===== config.mk =====
export PLATFORM = sky130hd
export DESIGN_NAME = ubg_top
export DESIGN_NICKNAME = d
export VERILOG_FILES = /design/src/hdl/ubg_pkg.sv /design/src/hdl/ubg_fifo_if.sv /design/src/hdl/ubg_fifo.sv /design/src/hdl/ubg_top.sv
export SDC_FILE = /design/constraint.sdc
export NUM_CORES = 1
export LEC_CHECK = 0
export BUFFER_PORTS_ARGS = -buffer_cell sky130_fd_sc_hd__buf_2
export CORE_MARGIN = 5
export CORE_UTILIZATION = 35
export CTS_CLUSTER_SIZE = 24
export DETAILED_ROUTE_END_ITERATION = 7
export GPL_TIMING_DRIVEN = 0
export PLACE_DENSITY = 0.55
export SLEW_MARGIN = 20
export SYNTH_ARGS = -nofsm -noshare
export SYNTH_HDL_FRONTEND = slang
export SYNTH_SLANG_ARGS = --single-unit

===== constraint.sdc =====
create_clock -name CLK_I -period 3.3 [get_ports CLK_I]
set_clock_uncertainty 0.05 [all_clocks]
set_input_delay 0.33 -clock CLK_I [delete_from_list [all_inputs] [get_ports CLK_I]]
set_output_delay 0.33 -clock CLK_I [all_outputs]
set_load 0.05 [all_outputs]

===== src/hdl/ubg_pkg.sv =====
package ubg_pkg;

  // clock
  localparam int unsigned CLK_PERIOD_NS  = 8;
  localparam int unsigned CLK_FREQ_MHZ   = 1000 / CLK_PERIOD_NS;

  // register byte addresses
  localparam logic [15:0] ADDR_BAUD_DIV  = 16'hff93;
  localparam logic [15:0] ADDR_RX_STATUS = 16'hff94;
  localparam logic [15:0] ADDR_TX_STATUS = 16'hff95;

  // reset values
  localparam logic [7:0]  BAUD_DIV_RST   = 8'h00;
  localparam logic [7:0]  RX_STATUS_RST  = 8'h00;
  localparam logic [7:0]  TX_STATUS_RST  = 8'h00;
  localparam logic [7:0]  RDATA_RST      = 8'h00;
  localparam logic [7:0]  UNMAPPED_READ  = 8'h00;
  localparam logic [7:0]  TX_BUF_RST     = 8'hff;

  // receive_error_status field positions
  localparam int unsigned RXS_MPR_BIT    = 3;
  localparam int unsigned RXS_PE_BIT     = 2;
  localparam int unsigned RXS_FE_BIT     = 1;
  localparam int unsigned RXS_OVE_BIT    = 0;

  // transmit_status field positions
  localparam int unsigned TXS_BF_BIT     = 1;
  localparam int unsigned TXS_SF_BIT     = 0;

  // serial_mode_reg field positions
  localparam int unsigned SMR_POWER_BIT  = 7;
  localparam int unsigned SMR_TXE_BIT    = 6;
  localparam int unsigned SMR_RXE_BIT    = 5;
  localparam int unsigned SMR_PS_HI      = 4;
  localparam int unsigned SMR_PS_LO      = 3;

  // transfer_mode_reg field positions and codes
  localparam int unsigned TMR_MODE_HI    = 7;
  localparam int unsigned TMR_MODE_LO    = 6;
  localparam logic [1:0]  MODE_MULTIPROC = 2'h1;

  // clock_select_reg field positions
  localparam int unsigned CSR_TPS_HI     = 6;
  localparam int unsigned CSR_TPS_LO     = 4;
  localparam logic [2:0]  TPS_EXTERNAL   = 3'h0;

  // parity settings
  typedef enum logic [1:0] {
    PAR_NONE = 2'h0,
    PAR_ZERO = 2'h1,
    PAR_ODD  = 2'h2,
    PAR_EVEN = 2'h3
  } ubg_parity_t;

  // baud divisor limits
  localparam logic [7:0]  DIV_K_MIN      = 8'h08;
  localparam logic [7:0]  KCNT_ONE       = 8'h01;
  localparam logic [7:0]  PRE_ONE        = 8'h01;
  localparam logic [6:0]  PRE_RST        = 7'h00;

  // receive buffer
  localparam int unsigned DATA_W         = 8;
  localparam int unsigned RX_FIFO_DEPTH  = 16;

endpackage


===== src/hdl/ubg_fifo_if.sv =====
`timescale 1ns/1ns
interface ubg_fifo_if #(
  parameter int unsigned WIDTH = 8
);
  logic             push_valid;
  logic             push_ready;
  logic [WIDTH-1:0] push_data;
  logic             pop_valid;
  logic             pop_ready;
  logic [WIDTH-1:0] pop_data;
  logic             flush;

  modport fifo (
    input  push_valid,
    input  push_data,
    input  pop_ready,
    input  flush,
    output push_ready,
    output pop_valid,
    output pop_data
  );

  modport user (
    output push_valid,
    output push_data,
    output pop_ready,
    output flush,
    input  push_ready,
    input  pop_valid,
    input  pop_data
  );
endinterface


===== src/hdl/ubg_fifo.sv =====
`timescale 1ns/1ns
module ubg_fifo #(
  parameter int unsigned WIDTH = 8,
  parameter int unsigned DEPTH = 16
) (
  // clock and reset
  input  wire logic clk_i,
  input  wire logic rst_n_i,
  // data path
  ubg_fifo_if.fifo  port_io
);
  localparam int unsigned AW = $clog2(DEPTH);
  localparam logic [AW:0]   CNT_ZERO = '0;
  localparam logic [AW:0]   CNT_FULL = (AW+1)'(DEPTH);
  localparam logic [AW-1:0] PTR_ONE  = AW'(1);
  localparam logic [AW-1:0] PTR_LAST = AW'(DEPTH - 1);

  logic [WIDTH-1:0] mem_q [DEPTH];
  logic [AW-1:0]    wr_ptr_q, wr_ptr_d;
  logic [AW-1:0]    rd_ptr_q, rd_ptr_d;
  logic [AW:0]      count_q, count_d;
  logic             full_q, full_d;
  logic             valid_q, valid_d;
  logic [WIDTH-1:0] rdata_q, rdata_d;
  logic             push, pop;

  assign push               = port_io.push_valid & ~full_q & ~port_io.flush;
  assign pop                = port_io.pop_ready & valid_q & ~port_io.flush;
  assign port_io.push_ready = ~full_q;
  assign port_io.pop_valid  = valid_q;
  assign port_io.pop_data   = rdata_q;

  always_comb begin
    wr_ptr_d = wr_ptr_q;
    rd_ptr_d = rd_ptr_q;
    count_d  = count_q;
    if (port_io.flush) begin
      wr_ptr_d = '0;
      rd_ptr_d = '0;
      count_d  = CNT_ZERO;
    end else begin
      if (push) begin
        wr_ptr_d = (wr_ptr_q == PTR_LAST) ? '0 : wr_ptr_q + PTR_ONE;
      end
      if (pop) begin
        rd_ptr_d = (rd_ptr_q == PTR_LAST) ? '0 : rd_ptr_q + PTR_ONE;
      end
      count_d = count_q + (AW+1)'(push) - (AW+1)'(pop);
    end
    full_d  = (count_d == CNT_FULL);
    valid_d = (count_d != CNT_ZERO);
    // bypass the array so a word pushed into an empty buffer shows next cycle
    // an empty buffer keeps its last head, so unwritten entries never reach the port
    rdata_d = rdata_q;
    if (push && (wr_ptr_q == rd_ptr_d)) begin
      rdata_d = port_io.push_data;
    end else if (valid_d) begin
      rdata_d = mem_q[rd_ptr_d];
    end
  end

  always_ff @(posedge clk_i) begin
    if (push) begin
      mem_q[wr_ptr_q] <= port_io.push_data;
    end
  end

  always_ff @(posedge clk_i or negedge rst_n_i) begin
    if (!rst_n_i) begin
      wr_ptr_q <= '0;
      rd_ptr_q <= '0;
      count_q  <= CNT_ZERO;
      full_q   <= 1'b0;
      valid_q  <= 1'b0;
      rdata_q  <= '0;
    end else begin
      wr_ptr_q <= wr_ptr_d;
      rd_ptr_q <= rd_ptr_d;
      count_q  <= count_d;
      full_q   <= full_d;
      valid_q  <= valid_d;
      rdata_q  <= rdata_d;
    end
  end
endmodule


===== src/hdl/ubg_top.sv =====
`timescale 1ns/1ns
module ubg_top (
  // clock and reset
  input  wire logic        CLK_I,
  input  wire logic        RESET_N_I,
  // cpu register port
  input  wire logic [15:0] ADDR_I,
  input  wire logic        WR_I,
  input  wire logic        RD_I,
  input  wire logic [7:0]  WDATA_I,
  output logic      [7:0]  RDATA_O,
  // mode registers held elsewhere
  input  wire logic [7:0]  SERIAL_MODE_REG_I,
  input  wire logic [7:0]  TRANSFER_MODE_REG_I,
  input  wire logic [7:0]  CLOCK_SELECT_REG_I,
  input  wire logic        EXT_CLK_I,
  // receive shifter side
  input  wire logic        RX_FRAME_I,
  input  wire logic [7:0]  RX_DATA_I,
  input  wire logic        RX_PARITY_BIT_I,
  input  wire logic        RX_MP_BIT_I,
  input  wire logic        RX_STOP_BIT_I,
  // receive buffer
  input  wire logic        RX_READ_I,
  output logic      [7:0]  RX_DATA_O,
  output logic             RX_VALID_O,
  // transmit buffer and shifter
  input  wire logic        TX_WRITE_I,
  input  wire logic [7:0]  TX_DATA_I,
  input  wire logic        TX_SHIFT_DONE_I,
  output logic             TX_SHIFT_LOAD_O,
  output logic      [7:0]  TX_SHIFT_DATA_O,
  // baud output
  output logic             BAUD_CLK_O,
  output logic             BAUD_TICK_O
);

  // decoded mode fields
  logic                power_en, tx_en, rx_en, mp_mode;
  ubg_pkg::ubg_parity_t par_set;
  logic [2:0]          src_sel;

  assign power_en = SERIAL_MODE_REG_I[ubg_pkg::SMR_POWER_BIT];
  assign tx_en    = SERIAL_MODE_REG_I[ubg_pkg::SMR_TXE_BIT];
  assign rx_en    = SERIAL_MODE_REG_I[ubg_pkg::SMR_RXE_BIT];
  assign par_set  = ubg_pkg::ubg_parity_t'(SERIAL_MODE_REG_I[ubg_pkg::SMR_PS_HI:ubg_pkg::SMR_PS_LO]);
  assign mp_mode  = (TRANSFER_MODE_REG_I[ubg_pkg::TMR_MODE_HI:ubg_pkg::TMR_MODE_LO] == ubg_pkg::MODE_MULTIPROC);
  assign src_sel  = CLOCK_SELECT_REG_I[ubg_pkg::CSR_TPS_HI:ubg_pkg::CSR_TPS_LO];

  // ---------------- receive buffer fifo
  ubg_fifo_if #(.WIDTH(ubg_pkg::DATA_W)) rx_if ();

  ubg_fifo #(
    .WIDTH (ubg_pkg::DATA_W),
    .DEPTH (ubg_pkg::RX_FIFO_DEPTH)
  ) u_rx_fifo (
    .clk_i   (CLK_I),
    .rst_n_i (RESET_N_I),
    .port_io (rx_if.fifo)
  );

  logic frame_ok;
  assign frame_ok = RX_FRAME_I & power_en & rx_en;

  // full buffer refuses the byte, it is dropped
  assign rx_if.push_valid = frame_ok;
  assign rx_if.push_data  = RX_DATA_I;
  assign rx_if.pop_ready  = RX_READ_I;
  assign rx_if.flush      = ~power_en;
  assign RX_DATA_O        = rx_if.pop_data;
  assign RX_VALID_O       = rx_if.pop_valid;

  // ---------------- receive error status
  logic mpr_q, mpr_d, pe_q, pe_d, fe_q, fe_d, ove_q, ove_d;
  logic par_odd;

  assign par_odd = ^{RX_DATA_I, RX_PARITY_BIT_I};

  always_comb begin
    mpr_d = mpr_q;
    pe_d  = pe_q;
    fe_d  = fe_q;
    ove_d = ove_q;
    if (!power_en) begin
      mpr_d = 1'b0;
      pe_d  = 1'b0;
      fe_d  = 1'b0;
      ove_d = 1'b0;
    end else if (frame_ok) begin
      if (mp_mode) begin
        mpr_d = RX_MP_BIT_I;
      end
      case (par_set)
        ubg_pkg::PAR_ODD:  pe_d = ~par_odd;
        ubg_pkg::PAR_EVEN: pe_d = par_odd;
        default:           pe_d = 1'b0;
      endcase
      fe_d  = ~RX_STOP_BIT_I;
      ove_d = ~rx_if.push_ready;
    end
  end

  always_ff @(posedge CLK_I or negedge RESET_N_I) begin
    if (!RESET_N_I) begin
      mpr_q <= ubg_pkg::RX_STATUS_RST[ubg_pkg::RXS_MPR_BIT];
      pe_q  <= ubg_pkg::RX_STATUS_RST[ubg_pkg::RXS_PE_BIT];
      fe_q  <= ubg_pkg::RX_STATUS_RST[ubg_pkg::RXS_FE_BIT];
      ove_q <= ubg_pkg::RX_STATUS_RST[ubg_pkg::RXS_OVE_BIT];
    end else begin
      mpr_q <= mpr_d;
      pe_q  <= pe_d;
      fe_q  <= fe_d;
      ove_q <= ove_d;
    end
  end

  // ---------------- transmit buffer and status
  logic       occ_q, occ_d, busy_q, busy_d;
  logic       load_q, load_d;
  logic [7:0] txbuf_q, txbuf_d, shdata_q, shdata_d;
  logic       tx_on, move;

  assign tx_on = power_en & tx_en;
  // shifter takes the byte when idle or as it finishes the last one
  assign move  = tx_on & occ_q & (~busy_q | TX_SHIFT_DONE_I);

  always_comb begin
    occ_d    = occ_q;
    busy_d   = busy_q;
    txbuf_d  = txbuf_q;
    shdata_d = shdata_q;
    load_d   = 1'b0;
    if (!tx_on) begin
      occ_d  = 1'b0;
      busy_d = 1'b0;
    end else begin
      if (TX_WRITE_I && !occ_q) begin
        occ_d   = 1'b1;
        txbuf_d = TX_DATA_I;
      end
      if (move) begin
        // clear on move, set on load
        occ_d    = 1'b0;
        busy_d   = 1'b1;
        shdata_d = txbuf_q;
        load_d   = 1'b1;
      end else if (TX_SHIFT_DONE_I) begin
        busy_d = 1'b0;
      end
    end
  end

  always_ff @(posedge CLK_I or negedge RESET_N_I) begin
    if (!RESET_N_I) begin
      occ_q    <= ubg_pkg::TX_STATUS_RST[ubg_pkg::TXS_BF_BIT];
      busy_q   <= ubg_pkg::TX_STATUS_RST[ubg_pkg::TXS_SF_BIT];
      txbuf_q  <= ubg_pkg::TX_BUF_RST;
      shdata_q <= ubg_pkg::TX_BUF_RST;
      load_q   <= 1'b0;
    end else begin
      occ_q    <= occ_d;
      busy_q   <= busy_d;
      txbuf_q  <= txbuf_d;
      shdata_q <= shdata_d;
      load_q   <= load_d;
    end
  end

  assign TX_SHIFT_LOAD_O = load_q;
  assign TX_SHIFT_DATA_O = shdata_q;

  // ---------------- register port
  logic [7:0] div_q, div_d, rdata_q, rdata_d;

  always_comb begin
    div_d   = div_q;
    rdata_d = rdata_q;
    // software keeps this write to stopped periods
    if (WR_I && ADDR_I == ubg_pkg::ADDR_BAUD_DIV) begin
      div_d = WDATA_I;
    end
    if (RD_I) begin
      rdata_d = ubg_pkg::UNMAPPED_READ;
      case (ADDR_I)
        ubg_pkg::ADDR_BAUD_DIV: rdata_d = div_q;
        ubg_pkg::ADDR_RX_STATUS: begin
          rdata_d[ubg_pkg::RXS_MPR_BIT] = mpr_q;
          rdata_d[ubg_pkg::RXS_PE_BIT]  = pe_q;
          rdata_d[ubg_pkg::RXS_FE_BIT]  = fe_q;
          rdata_d[ubg_pkg::RXS_OVE_BIT] = ove_q;
        end
        ubg_pkg::ADDR_TX_STATUS: begin
          rdata_d[ubg_pkg::TXS_BF_BIT] = occ_q;
          rdata_d[ubg_pkg::TXS_SF_BIT] = busy_q;
        end
        default: rdata_d = ubg_pkg::UNMAPPED_READ;
      endcase
    end
  end

  always_ff @(posedge CLK_I or negedge RESET_N_I) begin
    if (!RESET_N_I) begin
      // divisor resets to a prohibited value
      div_q   <= ubg_pkg::BAUD_DIV_RST;
      rdata_q <= ubg_pkg::RDATA_RST;
    end else begin
      div_q   <= div_d;
      rdata_q <= rdata_d;
    end
  end

  assign RDATA_O = rdata_q;

  // ---------------- baud generator
  logic [6:0] pre_q, pre_d;
  logic [7:0] kcnt_q, kcnt_d;
  logic       baud_q, baud_d, btick_q, btick_d, ext_q;
  logic [6:0] pre_mask;
  logic       src_tick, div_run;

  // source is main clock over 2^n for n > 0, or EXT_CLK_I rising edges for n = 0
  assign pre_mask = 7'((ubg_pkg::PRE_ONE << src_sel) - ubg_pkg::PRE_ONE);
  assign src_tick = (src_sel == ubg_pkg::TPS_EXTERNAL) ? (EXT_CLK_I & ~ext_q)
                                                      : ((pre_q & pre_mask) == pre_mask);
  // prohibited divisors hold the divider cleared and the baud clock low
  assign div_run  = power_en & (div_q >= ubg_pkg::DIV_K_MIN);

  always_comb begin
    pre_d   = pre_q + 7'(ubg_pkg::PRE_ONE);
    kcnt_d  = kcnt_q;
    baud_d  = baud_q;
    btick_d = 1'b0;
    if (!div_run) begin
      pre_d  = ubg_pkg::PRE_RST;
      kcnt_d = '0;
      baud_d = 1'b0;
    end else if (src_tick) begin
      // toggle every k source ticks gives /2k
      if (kcnt_q >= div_q - ubg_pkg::KCNT_ONE) begin
        kcnt_d  = '0;
        baud_d  = ~baud_q;
        btick_d = 1'b1;
      end else begin
        kcnt_d = kcnt_q + ubg_pkg::KCNT_ONE;
      end
    end
  end

  always_ff @(posedge CLK_I or negedge RESET_N_I) begin
    if (!RESET_N_I) begin
      pre_q   <= ubg_pkg::PRE_RST;
      kcnt_q  <= '0;
      baud_q  <= 1'b0;
      btick_q <= 1'b0;
      ext_q   <= 1'b0;
    end else begin
      pre_q   <= pre_d;
      kcnt_q  <= kcnt_d;
      baud_q  <= baud_d;
      btick_q <= btick_d;
      ext_q   <= EXT_CLK_I;
    end
  end

  assign BAUD_CLK_O  = baud_q;
  assign BAUD_TICK_O = btick_q;
endmodule


## Word level (Yosys, flattened, before mapping)

Memory sizes are Yosys's and may differ from the RTL's. A register that Yosys moved wholly into a read port is not among the register bits.
Cells that the tools add are included.

- Shifts and indexed selects: 1
- Mux-type cells: 41
- $lt $le $gt $ge: 2
- Reduce and logical (&&, ||, !) cells: 13
- Add/subtract/negate cells: 8
- Bitwise gates (word level): 19
- Equality and inequality tests: 18

Operators with widths:

| cell | count |
|---|---|
| == test 16 bit, second input constant | 3 |
| 2-to-1 mux 4 bit | 7 |
| 2-to-1 mux 1 bit | 26 |
| 2-to-1 mux 8 bit | 3 |
| AND 1 bit | 11 |
| parity 9 bit | 1 |
| adder 4 x 1 -> 4 bit, second input constant | 2 |
| adder 8 x 1 -> 8 bit, second input constant | 1 |
| == test 4 bit, second input constant | 2 |
| greater-or-equal comparator 8 x 4 -> 1 bit, second input constant | 1 |
| greater-or-equal comparator 8 bit | 1 |
| != test 2 x 1 -> 1 bit, second input constant | 4 |
| AND reduction 2 bit | 4 |
| subtractor 8 x 1 -> 8 bit, second input constant | 1 |
| adder 7 x 1 -> 7 bit, second input constant | 1 |
| AND 7 bit | 1 |
| == test 7 bit | 1 |
| 2-to-1 mux 7 bit | 1 |
| << shifter 1 x 3 -> 7 bit, first input constant | 1 |
| subtractor 7 x 1 -> 7 bit, second input constant | 1 |
| inverter 1 bit | 6 |
| one-hot mux 2 bit (3 select lines) | 1 |
| adder 5 x 1 -> 5 bit | 1 |
| == test 5 bit, second input constant | 1 |
| 16 further kinds | 20 |

- Bits in registers: 72
- Input bits: 76
- Output and inout port bits: 28
- Bits in writable memories: 128
- Memories kept: 1
- Word-level logic and storage cells: 124

Memory list:

| memory | words | bits a word | rd ports | clocked after Yosys merged registers in | write ports | line | text |
|---|---|---|---|---|---|---|---|
| u_rx_fifo.mem_q | 16 | 8 | 1 | 1 | 1 | ubg_fifo.sv:18 | `logic [WIDTH-1:0] mem_q [DEPTH];` |

## Depth between registers and ports, before layout

Gate-level depths: netlist of the first run.

- Word-level depth: 9
- Depth in mapped cells: 17
- Depth with buffers taken out: 13

## Hierarchy

A second synthesis of the first run with hierarchy kept.

- Cells, all modules: 726
- Area, all modules: 9476.6 um^2

By module, submodules not included:

| module | sequential area each (um^2) | area an instance (um^2) | cells each | instances |
|---|---|---|---|---|
| ubg_fifo | 4419.2 | 6439.9 | 449 | 1 |
| ubg_top | 1446.4 | 3036.7 | 277 | 1 |

## Worst setup path after synthesis of the first run

No wires, ideal clock.

- Kind: input to register
- Start point: in SERIAL_MODE_REG_I[7]
- End point: reg u_rx_fifo.rdata_q[0] (netlist: u_rx_fifo.port_io.pop_data[0]) (read register of u_rx_fifo.mem_q)
- Stages: 16
- Library setup time: 0.094 ns
- Arrival time: 3.373 ns
- Slack: -0.216 ns
- Data required time: 3.156 ns
- Cell sequence: buf_4 -> clkbuf_1 -> clkbuf_1 -> and3_1 -> ha_1 -> inv_1 -> ha_1 -> inv_1 -> fa_1 -> xnor2_1 -> or3b_1 -> o41ai_1 -> inv_2 -> and2_4 -> buf_6 -> a221oi_2

- Word-level cells in the longest chain between the ends: 9

RTL lines:

| what | line | text |
|---|---|---|
| start, declared | ubg_top.sv:13 | `input wire logic [7:0] SERIAL_MODE_REG_I,` |
| AND 1 bit (2 in series) | ubg_top.sv:63 | `assign frame_ok = RX_FRAME_I & power_en & rx_en;` |
| AND 1 bit (2 in series) | ubg_fifo.sv:27 | `assign push = port_io.push_valid & ~full_q & ~port_io.flush;` |
| adder 5 x 1 -> 5 bit | ubg_fifo.sv:48 | `count_d = count_q + (AW+1)'(push) - (AW+1)'(pop);` |
| subtractor 5 x 1 -> 5 bit | ubg_fifo.sv:48 |  |
| 2-to-1 mux 5 bit * | ubg_fifo.sv:37 | `if (port_io.flush) begin` |
| nonzero test 5 bit * | ubg_fifo.sv:51 | `valid_d = (count_d != CNT_ZERO);` |
| named net u_rx_fifo.valid_d | ubg_fifo.sv:23 | `logic valid_q, valid_d;` |
| nonzero test 2 bit (no line) * | - |  |
| end, declared | ubg_fifo.sv:24 | `logic [WIDTH-1:0] rdata_q, rdata_d;` |

The timed path passes the listed nets; every way through them passes the cells marked *.
A chain may end at the register's enable or synchronous reset.

## Worst setup path after layout of the first run

- Start point: reg u_rx_fifo.valid_q (netlist: u_rx_fifo.port_io.pop_valid)
- End point: reg u_rx_fifo.rdata_q[7] (netlist: u_rx_fifo.port_io.pop_data[7]) (read register of u_rx_fifo.mem_q)

RTL lines:

| what | line | text |
|---|---|---|
| start, declared | ubg_fifo.sv:23 |  |
| start signal, assigned | ubg_fifo.sv:81 | `valid_q <= valid_d;` |
| AND 1 bit (2 in series) | ubg_fifo.sv:28 | `assign pop = port_io.pop_ready & valid_q & ~port_io.flush;` |
| subtractor 5 x 1 -> 5 bit | ubg_fifo.sv:48 |  |
| 2-to-1 mux 5 bit | ubg_fifo.sv:37 |  |
| nonzero test 5 bit | ubg_fifo.sv:51 |  |
| named net u_rx_fifo.valid_d | ubg_fifo.sv:23 |  |
| nonzero test 2 bit (no line) | - |  |

The timed path passes the listed nets, and every way through them passes these cells.

==> results of run 1 <==
## worst register-to-register path, delay by kind of cell, from the launching register on
family | cells | cell delay [ns]
AND/OR/NAND/NOR | 3 | 0.76
AO/OA/AOI/OAI | 2 | 0.42
adder cells (fa/ha/maj) | 3 | 0.98
flip-flops | 1 | 0.44
buffers and inverters | 4 | 0.38
## layout by cell type, fill, tap and decap left out, drive strengths merged, types with 19 or more instances in the layout
cell	instances
a21oi	19
and2	20
buf	108
clkbuf	37
dfrtp	64
edfxtp	128
ha	23
inv	29
mux2	27
mux4	32
nand2	32
nand3	22
nor2	41
xnor2	22
## timing repair
action                     in CTS  in global routing
hold buffers                   18                  0
setup endpoints to repair       8                  8
hold endpoints to repair       37                  0
resized for setup               3                  9
pin swaps                       0                  4
buffers inserted                1                  5
## report_power, final
part	total [W]	leakage, nW	switching (W)	internal [W]
Combinational	0.00158	1.88	0.000947	0.000631
Clock	0.00255	0.373	0.00105	0.00150
Sequential	0.00307	2.17	0.0000964	0.00298
## worst min path at each step
stage | endpoint | slack (ns) | depth (start not counted)
final | busy_q$_DFFE_PN0P_ | 0.04 | 3
after detailed placement | RDATA_O[6]$_DFFE_PN0P_ | 0.29 | 1
after global routing | busy_q$_DFFE_PN0P_ | 0.04 | 3
after floorplan | BAUD_CLK_O$_DFFE_PN0P_ | -0.02 | 0
after CTS | busy_q$_DFFE_PN0P_ | 0.01 | 3
after global placement | ext_q$_DFF_PN0_ | 0.41 | 1
## cells by family (layout without fill, tap and decap cells)
kind of cell / Yosys count / count (layout) / share of synthesized area [%]
mux: 62 / 62 / 11.2
flops: 208 / 208 / 62.3
buf+inv: 52 / 207 / 2.56
simple gates: 172 / 172 / 9.74
compound gates: 101 / 101 / 8.27
xor+xnor: 29 / 29 / 2.70
fa+ha+maj: 24 / 24 / 3.27
## final cells by class
cell class | count | area, µm²
timing repair buffer | 112 | 691
buffer | 23 | 153
multi-input combinational | 388 | 3380
tap | 341 | 427
clock inverter | 16 | 146
clock buffer | 28 | 616
sequential | 208 | 5870
inverter | 28 | 105
fill | 2453 | 15300
## stage by stage
stage,setup WS [ns],setup TNS [ns]
6_report,0.159,0
5_1_grt,0.0109,0
3_3_place_gp,-0.663,-5.45
3_5_place_dp,-0.629,-5.07
4_1_cts,0.102,0
2_1_floorplan,0.00999,0
## registers in the layout, summed over array words and instances, names as in the netlist, 4 cells and up
name and flops:
pre_q 7, u_rx_fifo.wr_ptr_q 4, kcnt_q 8, u_rx_fifo.port_io.pop_data 8
RDATA_O 8, u_rx_fifo.rd_ptr_q 4, u_rx_fifo.mem_q 128, txbuf_q 8
u_rx_fifo.count_q 5, TX_SHIFT_DATA_O 8, div_q 8
## per-layer routing
metal / share of wire (%) / track usage, % / vias to the layer above
li1: - / - / 2742
met3: 4.9 / 2.72 / 22
met4: 1.4 / 2.80 / 2
met1: 47 / 19.6 / 2835
met2: 47 / 22.5 / 125
met5: 0.061 / 0 / -
==> impl_metrics.ini, run 1 <==
[run_status]
status = finished, final reports clean

[sta]
max_clock_freq_ghz = 0.318
finalCritPeriodShare_pct = 95.2
rsz0062_at_grt = false
fin_hold_ws_ns = 0.0403
final-setup-viol-count = 0
drv_slew = 0
hold_violations = 0
slew_headroom_pct = 36.0
tightestPinTransition_ns = 0.961
min_period_ns = 3.14

[placed_design]
gp_congestion = 0.731
io_buffers = 87
place_area_um2 = 10300
dpl.cell_count = 1077
place_hpwl_um = 14200

[logic_synthesis]
synth_async_sr_flop_share_pct = 38.5
synth_cells = 648
synth_edf_count = 128
ys_types = 68
synth_area_um2 = 9420
synthesis.nets = 748
ys_seq_area_share_pct = 62.3
synth.top_cells.by_count = edfxtp_1 (128), dfrtp_1 (64), nor2_1 (41)
yosysWarnings = 0
yosysTopAreaCellShare_pct = 40.8
syn_area_per_cell_um2 = 14.5
synth_area_leaders = edfxtp_1 (41%), dfrtp_1 (17%), mux4_2 (7.7%)
yosys_register_bits = 208
synthFlopType = edfxtp_1
synth_largest_area_cell = edfxtp_1
yosys.cell_count.top_type = edfxtp_1

[worst_setup_path]
crit_end = u_rx_fifo.port_io.pop_data[7]$_DFFE_PN0P_
required_ns = 3.63
critPathMostFrequentCell = inv_1
reg2reg_from = u_rx_fifo.port_io.pop_valid$_DFF_PN0_
crit_chain = and3_4 -> ha_1 -> inv_1 -> ha_2 -> inv_1 -> fa_2 -> or3b_4 -> o41ai_4 -> inv_2 -> buf_4 -> nor2_1 -> a221oi_4
reg2reg_to = u_rx_fifo.port_io.pop_data[7]$_DFFE_PN0P_
rrSetupSlack_ns = 0.16
crit_arrival_ns = 3.47
cpPeakStageDelay_ns = 0.55
cp-startpoint = u_rx_fifo.port_io.pop_valid$_DFF_PN0_
crit_path_top_delay_cell = fa_2
cpLargestDelayFamily = adder cells
critPathBufInv = 4
startpoint_type = flip-flop
worstSetupPathType = reg -> reg
endpoint_kind = flip-flop
r2r_cells = 12
cp.depth = 12
cp_max_fo = 9

[finish]
final_nets = 885
final_util_pct = 42.6
finalNonFillerCells = 1144
antennaDiodeCount = 0
drive_gt1_share_pct = 30.8
area_delta_synth_final_pct = 20.9
final_area_um2 = 11400

[grt]
gr-total-overflow = 0
grt_pass1_vias = 6012
antenna_found_initial = 1
grt_pass1_wl_um = 33900
grt_max_degree = 45
grt_use_total_pct = 13.9

[detailed_routing]
dr.first_iter.drc_count = 280
wire_per_inst_um = 18.6
drc = 0
dr.pass1.iters = 4
wirelength_um = 21300
vias_per_cell = 5.01
antenna_left = 0
vias = 5726

[floorplanning]
die_w_um = 174
die_h_um = 174
pin_count = 104
num_rows = 60
core_area_um2 = 26700
initial_core_util_pct = 35.2
die-area_um2 = 30300

[clocking]
clk_pin_slew_ns = 0.06
clock_sinks = 208
cts_max_path_buffers = 3
clockRootBuffer = clkbuf_16
cts_tree = built
htreeDepth = 1
clk_latency_ns = 0.51
cts_buffers = 24

[power]
power_density_nw_per_um2 = 632
finalPower_w = 0.00720
power_leakage_nw = 4.43
vdd_drop_max_v = 0.000476

[hold_path]
hp-start = SERIAL_MODE_REG_I[6]
hold_class = in -> reg

[job]
maxCapViolations = 0
Power figures use the tool's default switching activity.
==> run 2, diff against run 1 <==
--- a/config.mk
+++ b/config.mk
@@ -6,12 +6,13 @@
 export NUM_CORES = 1
 export LEC_CHECK = 0
 export BUFFER_PORTS_ARGS = -buffer_cell sky130_fd_sc_hd__buf_2
+export CORE_ASPECT_RATIO = 0.6
 export CORE_MARGIN = 5
 export CORE_UTILIZATION = 35
 export CTS_CLUSTER_SIZE = 24
 export DETAILED_ROUTE_END_ITERATION = 7
-export GPL_TIMING_DRIVEN = 0
-export PLACE_DENSITY = 0.55
+export GPL_TIMING_DRIVEN = 1
+export PLACE_DENSITY_LB_ADDON = 0.05
 export SLEW_MARGIN = 20
 export SYNTH_ARGS = -nofsm -noshare
 export SYNTH_HDL_FRONTEND = slang
==> run 2 against run 1 <==
Effect of this change: setup slack improved by 0.10 ns; sequential share of layout area rose by 0.81 points; largest power group unchanged; design area is 1.6% lower; flip-flop and latch count is the same; register-to-register slack improved by 0.10 ns; total power decreased by 3.0%; first-iteration DRC count rose by 76%; clock-buffer cell count is 4 higher.
==> impl_metrics.ini, run 2 (synthesis results as in run 1) <==
[worst_setup_path]
cpPeakStageDelay_ns = 0.53
crit_end = u_rx_fifo.port_io.pop_data[6]$_DFFE_PN0P_
rrSetupSlack_ns = 0.26
startpoint_type = flip-flop
cpLargestDelayFamily = adder cells
reg2reg_from = u_rx_fifo.port_io.pop_valid$_DFF_PN0_
required_ns = 3.66
worstSetupPathType = reg -> reg
reg2reg_to = u_rx_fifo.port_io.pop_data[6]$_DFFE_PN0P_
crit_arrival_ns = 3.41
crit_path_top_delay_cell = fa_2
crit_chain = and3_1 -> ha_1 -> inv_1 -> ha_1 -> inv_1 -> fa_2 -> or3b_1 -> o41ai_2 -> inv_2 -> and2_4 -> a221oi_2
endpoint_kind = flip-flop
cp-startpoint = u_rx_fifo.port_io.pop_valid$_DFF_PN0_
r2r_cells = 11
cp_max_fo = 9
critPathBufInv = 3
cp.depth = 11

[detailed_routing]
dr_wl_met3_um = 1470
antenna_left = 0
wire_per_inst_um = 20.5
wirelength_um = 23600
drc = 0
dr.pass1.iters = 4
vias_per_cell = 5.12
vias = 5878
dr.first_iter.drc_count = 493
route.met2.wl_um = 9780
top_layer = met4
met1_length_um = 12000

[finish]
multi_input_area_um2 = 3330
final_area_um2 = 11200
area_delta_synth_final_pct = 19.0
final_common_cell = edfxtp_1
antennaDiodeCount = 0
register_area_um2 = 5870
regMostFlops = u_rx_fifo.mem_q
drive_gt1_share_pct = 30.2
largest_reg_flops = 128
nFillCells = 2480
final_nets = 872
most-common-layout-cells = edfxtp_1 (128), buf_2 (88), dfrtp_1 (64)

[run_status]
status = finished, final reports clean

[power]
finalPower_w = 0.00699
seq_power_share_pct = 44.2
internal-power_w = 0.00493
power_density_nw_per_um2 = 623
vdd_drop_max_v = 0.000329
combPwrFrac_pct = 21.5
switching_share_pct = 29.4
power_leakage_nw = 4.34
power.switching_w = 0.00206
clkPwrFrac_pct = 34.3

[placed_design]
gp_congestion = 0.799
place_hpwl_um = 16600
io_buffers = 89
place_area_um2 = 10400

[floorplanning]
num_rows = 46
die_w_um = 222
die_h_um = 137
initial_core_util_pct = 35.6
core_area_um2 = 26500
pin_count = 104
die-area_um2 = 30400

[clocking]
cts_setup_buffers = 0
cts_tree = built
htreeDepth = 1
clock_sinks = 208
clockRootBuffer = clkbuf_16
clk_pin_slew_ns = 0.06
cts_max_path_buffers = 3
cts_buffers = 22
clk_latency_ns = 0.51

[sta]
drv_slew = 0
tns_ns = 0
hold_violations = 0
rsz0062_at_grt = false
finalCritPeriodShare_pct = 92.1
final-setup-viol-count = 0
min_period_ns = 3.04
slew_headroom_pct = 58.2
max_clock_freq_ghz = 0.329
tightestPinTransition_ns = 0.622

[grt]
gr-total-overflow = 0
grt_use_total_pct = 15.6
grt_max_degree = 32
antenna_found_initial = 0
grt_pass1_wl_um = 36400
grt_pass1_vias = 6008

[hold_path]
hold_class = in -> reg

[job]
maxCapViolations = 0
## run 2: power groups by stage
stage	Combinational, W	Clock (W)	Sequential [W]
final	0.00150	0.00240	0.00309
after floorplan	0.000754	0	0.00345
after CTS	0.00153	0.00246	0.00309
after global routing	0.00161	0.00257	0.00311
after detailed placement	0.00151	0	0.00314
after global placement	0.00148	0	0.00314
## run 2: worst min-delay path by stage
| stage | from | to | slack, ns | cells past startpoint |
|---|---|---|---|---|
| 2_1_floorplan | RESET_N_I | BAUD_CLK_O$_DFFE_PN0P_ | -0.02 | 0 |
| 3_3_place_gp | RESET_N_I | pre_q[6]$_DFF_PN0_ | 0.24 | 1 |
| 3_5_place_dp | RESET_N_I | pre_q[6]$_DFF_PN0_ | 0.24 | 1 |
| 4_1_cts | WDATA_I[1] | div_q[1]$_DFFE_PN0P_ | 0.0004 | 2 |
| 5_1_grt | WDATA_I[6] | div_q[6]$_DFFE_PN0P_ | 0.004 | 2 |
| 6_report | WDATA_I[4] | div_q[4]$_DFFE_PN0P_ | 0.02 | 2 |
## run 2: area by class of cell
class | instances | area share (%)
timing repair buffer | 124 | 6.83
inverter | 28 | 0.938
multi-input combinational | 388 | 29.7
sequential | 208 | 52.3
clock buffer | 32 | 5.53
clock inverter | 8 | 0.659
tap | 360 | 4.02
## run 2: metal layers
| layer | GRT usage, % | vias to the layer above |
|---|---|---|
| li1 | - | 2711 |
| met1 | 24.1 | 3012 |
| met2 | 22.5 | 128 |
| met3 | 3.79 | 27 |
| met4 | 2.81 | 0 |
| met5 | 0 | - |
## run 2: repair_timing
action | CTS | global route
gates resized for setup | 0 | 1
endpoints found under the hold margin | 24 | 0
endpoints found under the setup margin | 0 | 2
hold buffers | 12 | 0
## run 2: through the flow
| stage | hold WS [ns] | util [%] | setup slack [ns] | instances |
|---|---|---|---|---|
| 2_1_floorplan | -0.0156 | - | 0.00999 | 648 |
| 6_report | 0.0153 | 42.3 | 0.260 | 1148 |
| 3_5_place_dp | 0.242 | 39.2 | 0.250 | 1096 |
| 3_3_place_gp | 0.236 | 39.2 | 0.241 | 1096 |
| 4_1_cts | 0.000368 | 42.3 | 0.247 | 1148 |
| 5_1_grt | 0.00433 | 42.3 | 0.0624 | 1148 |
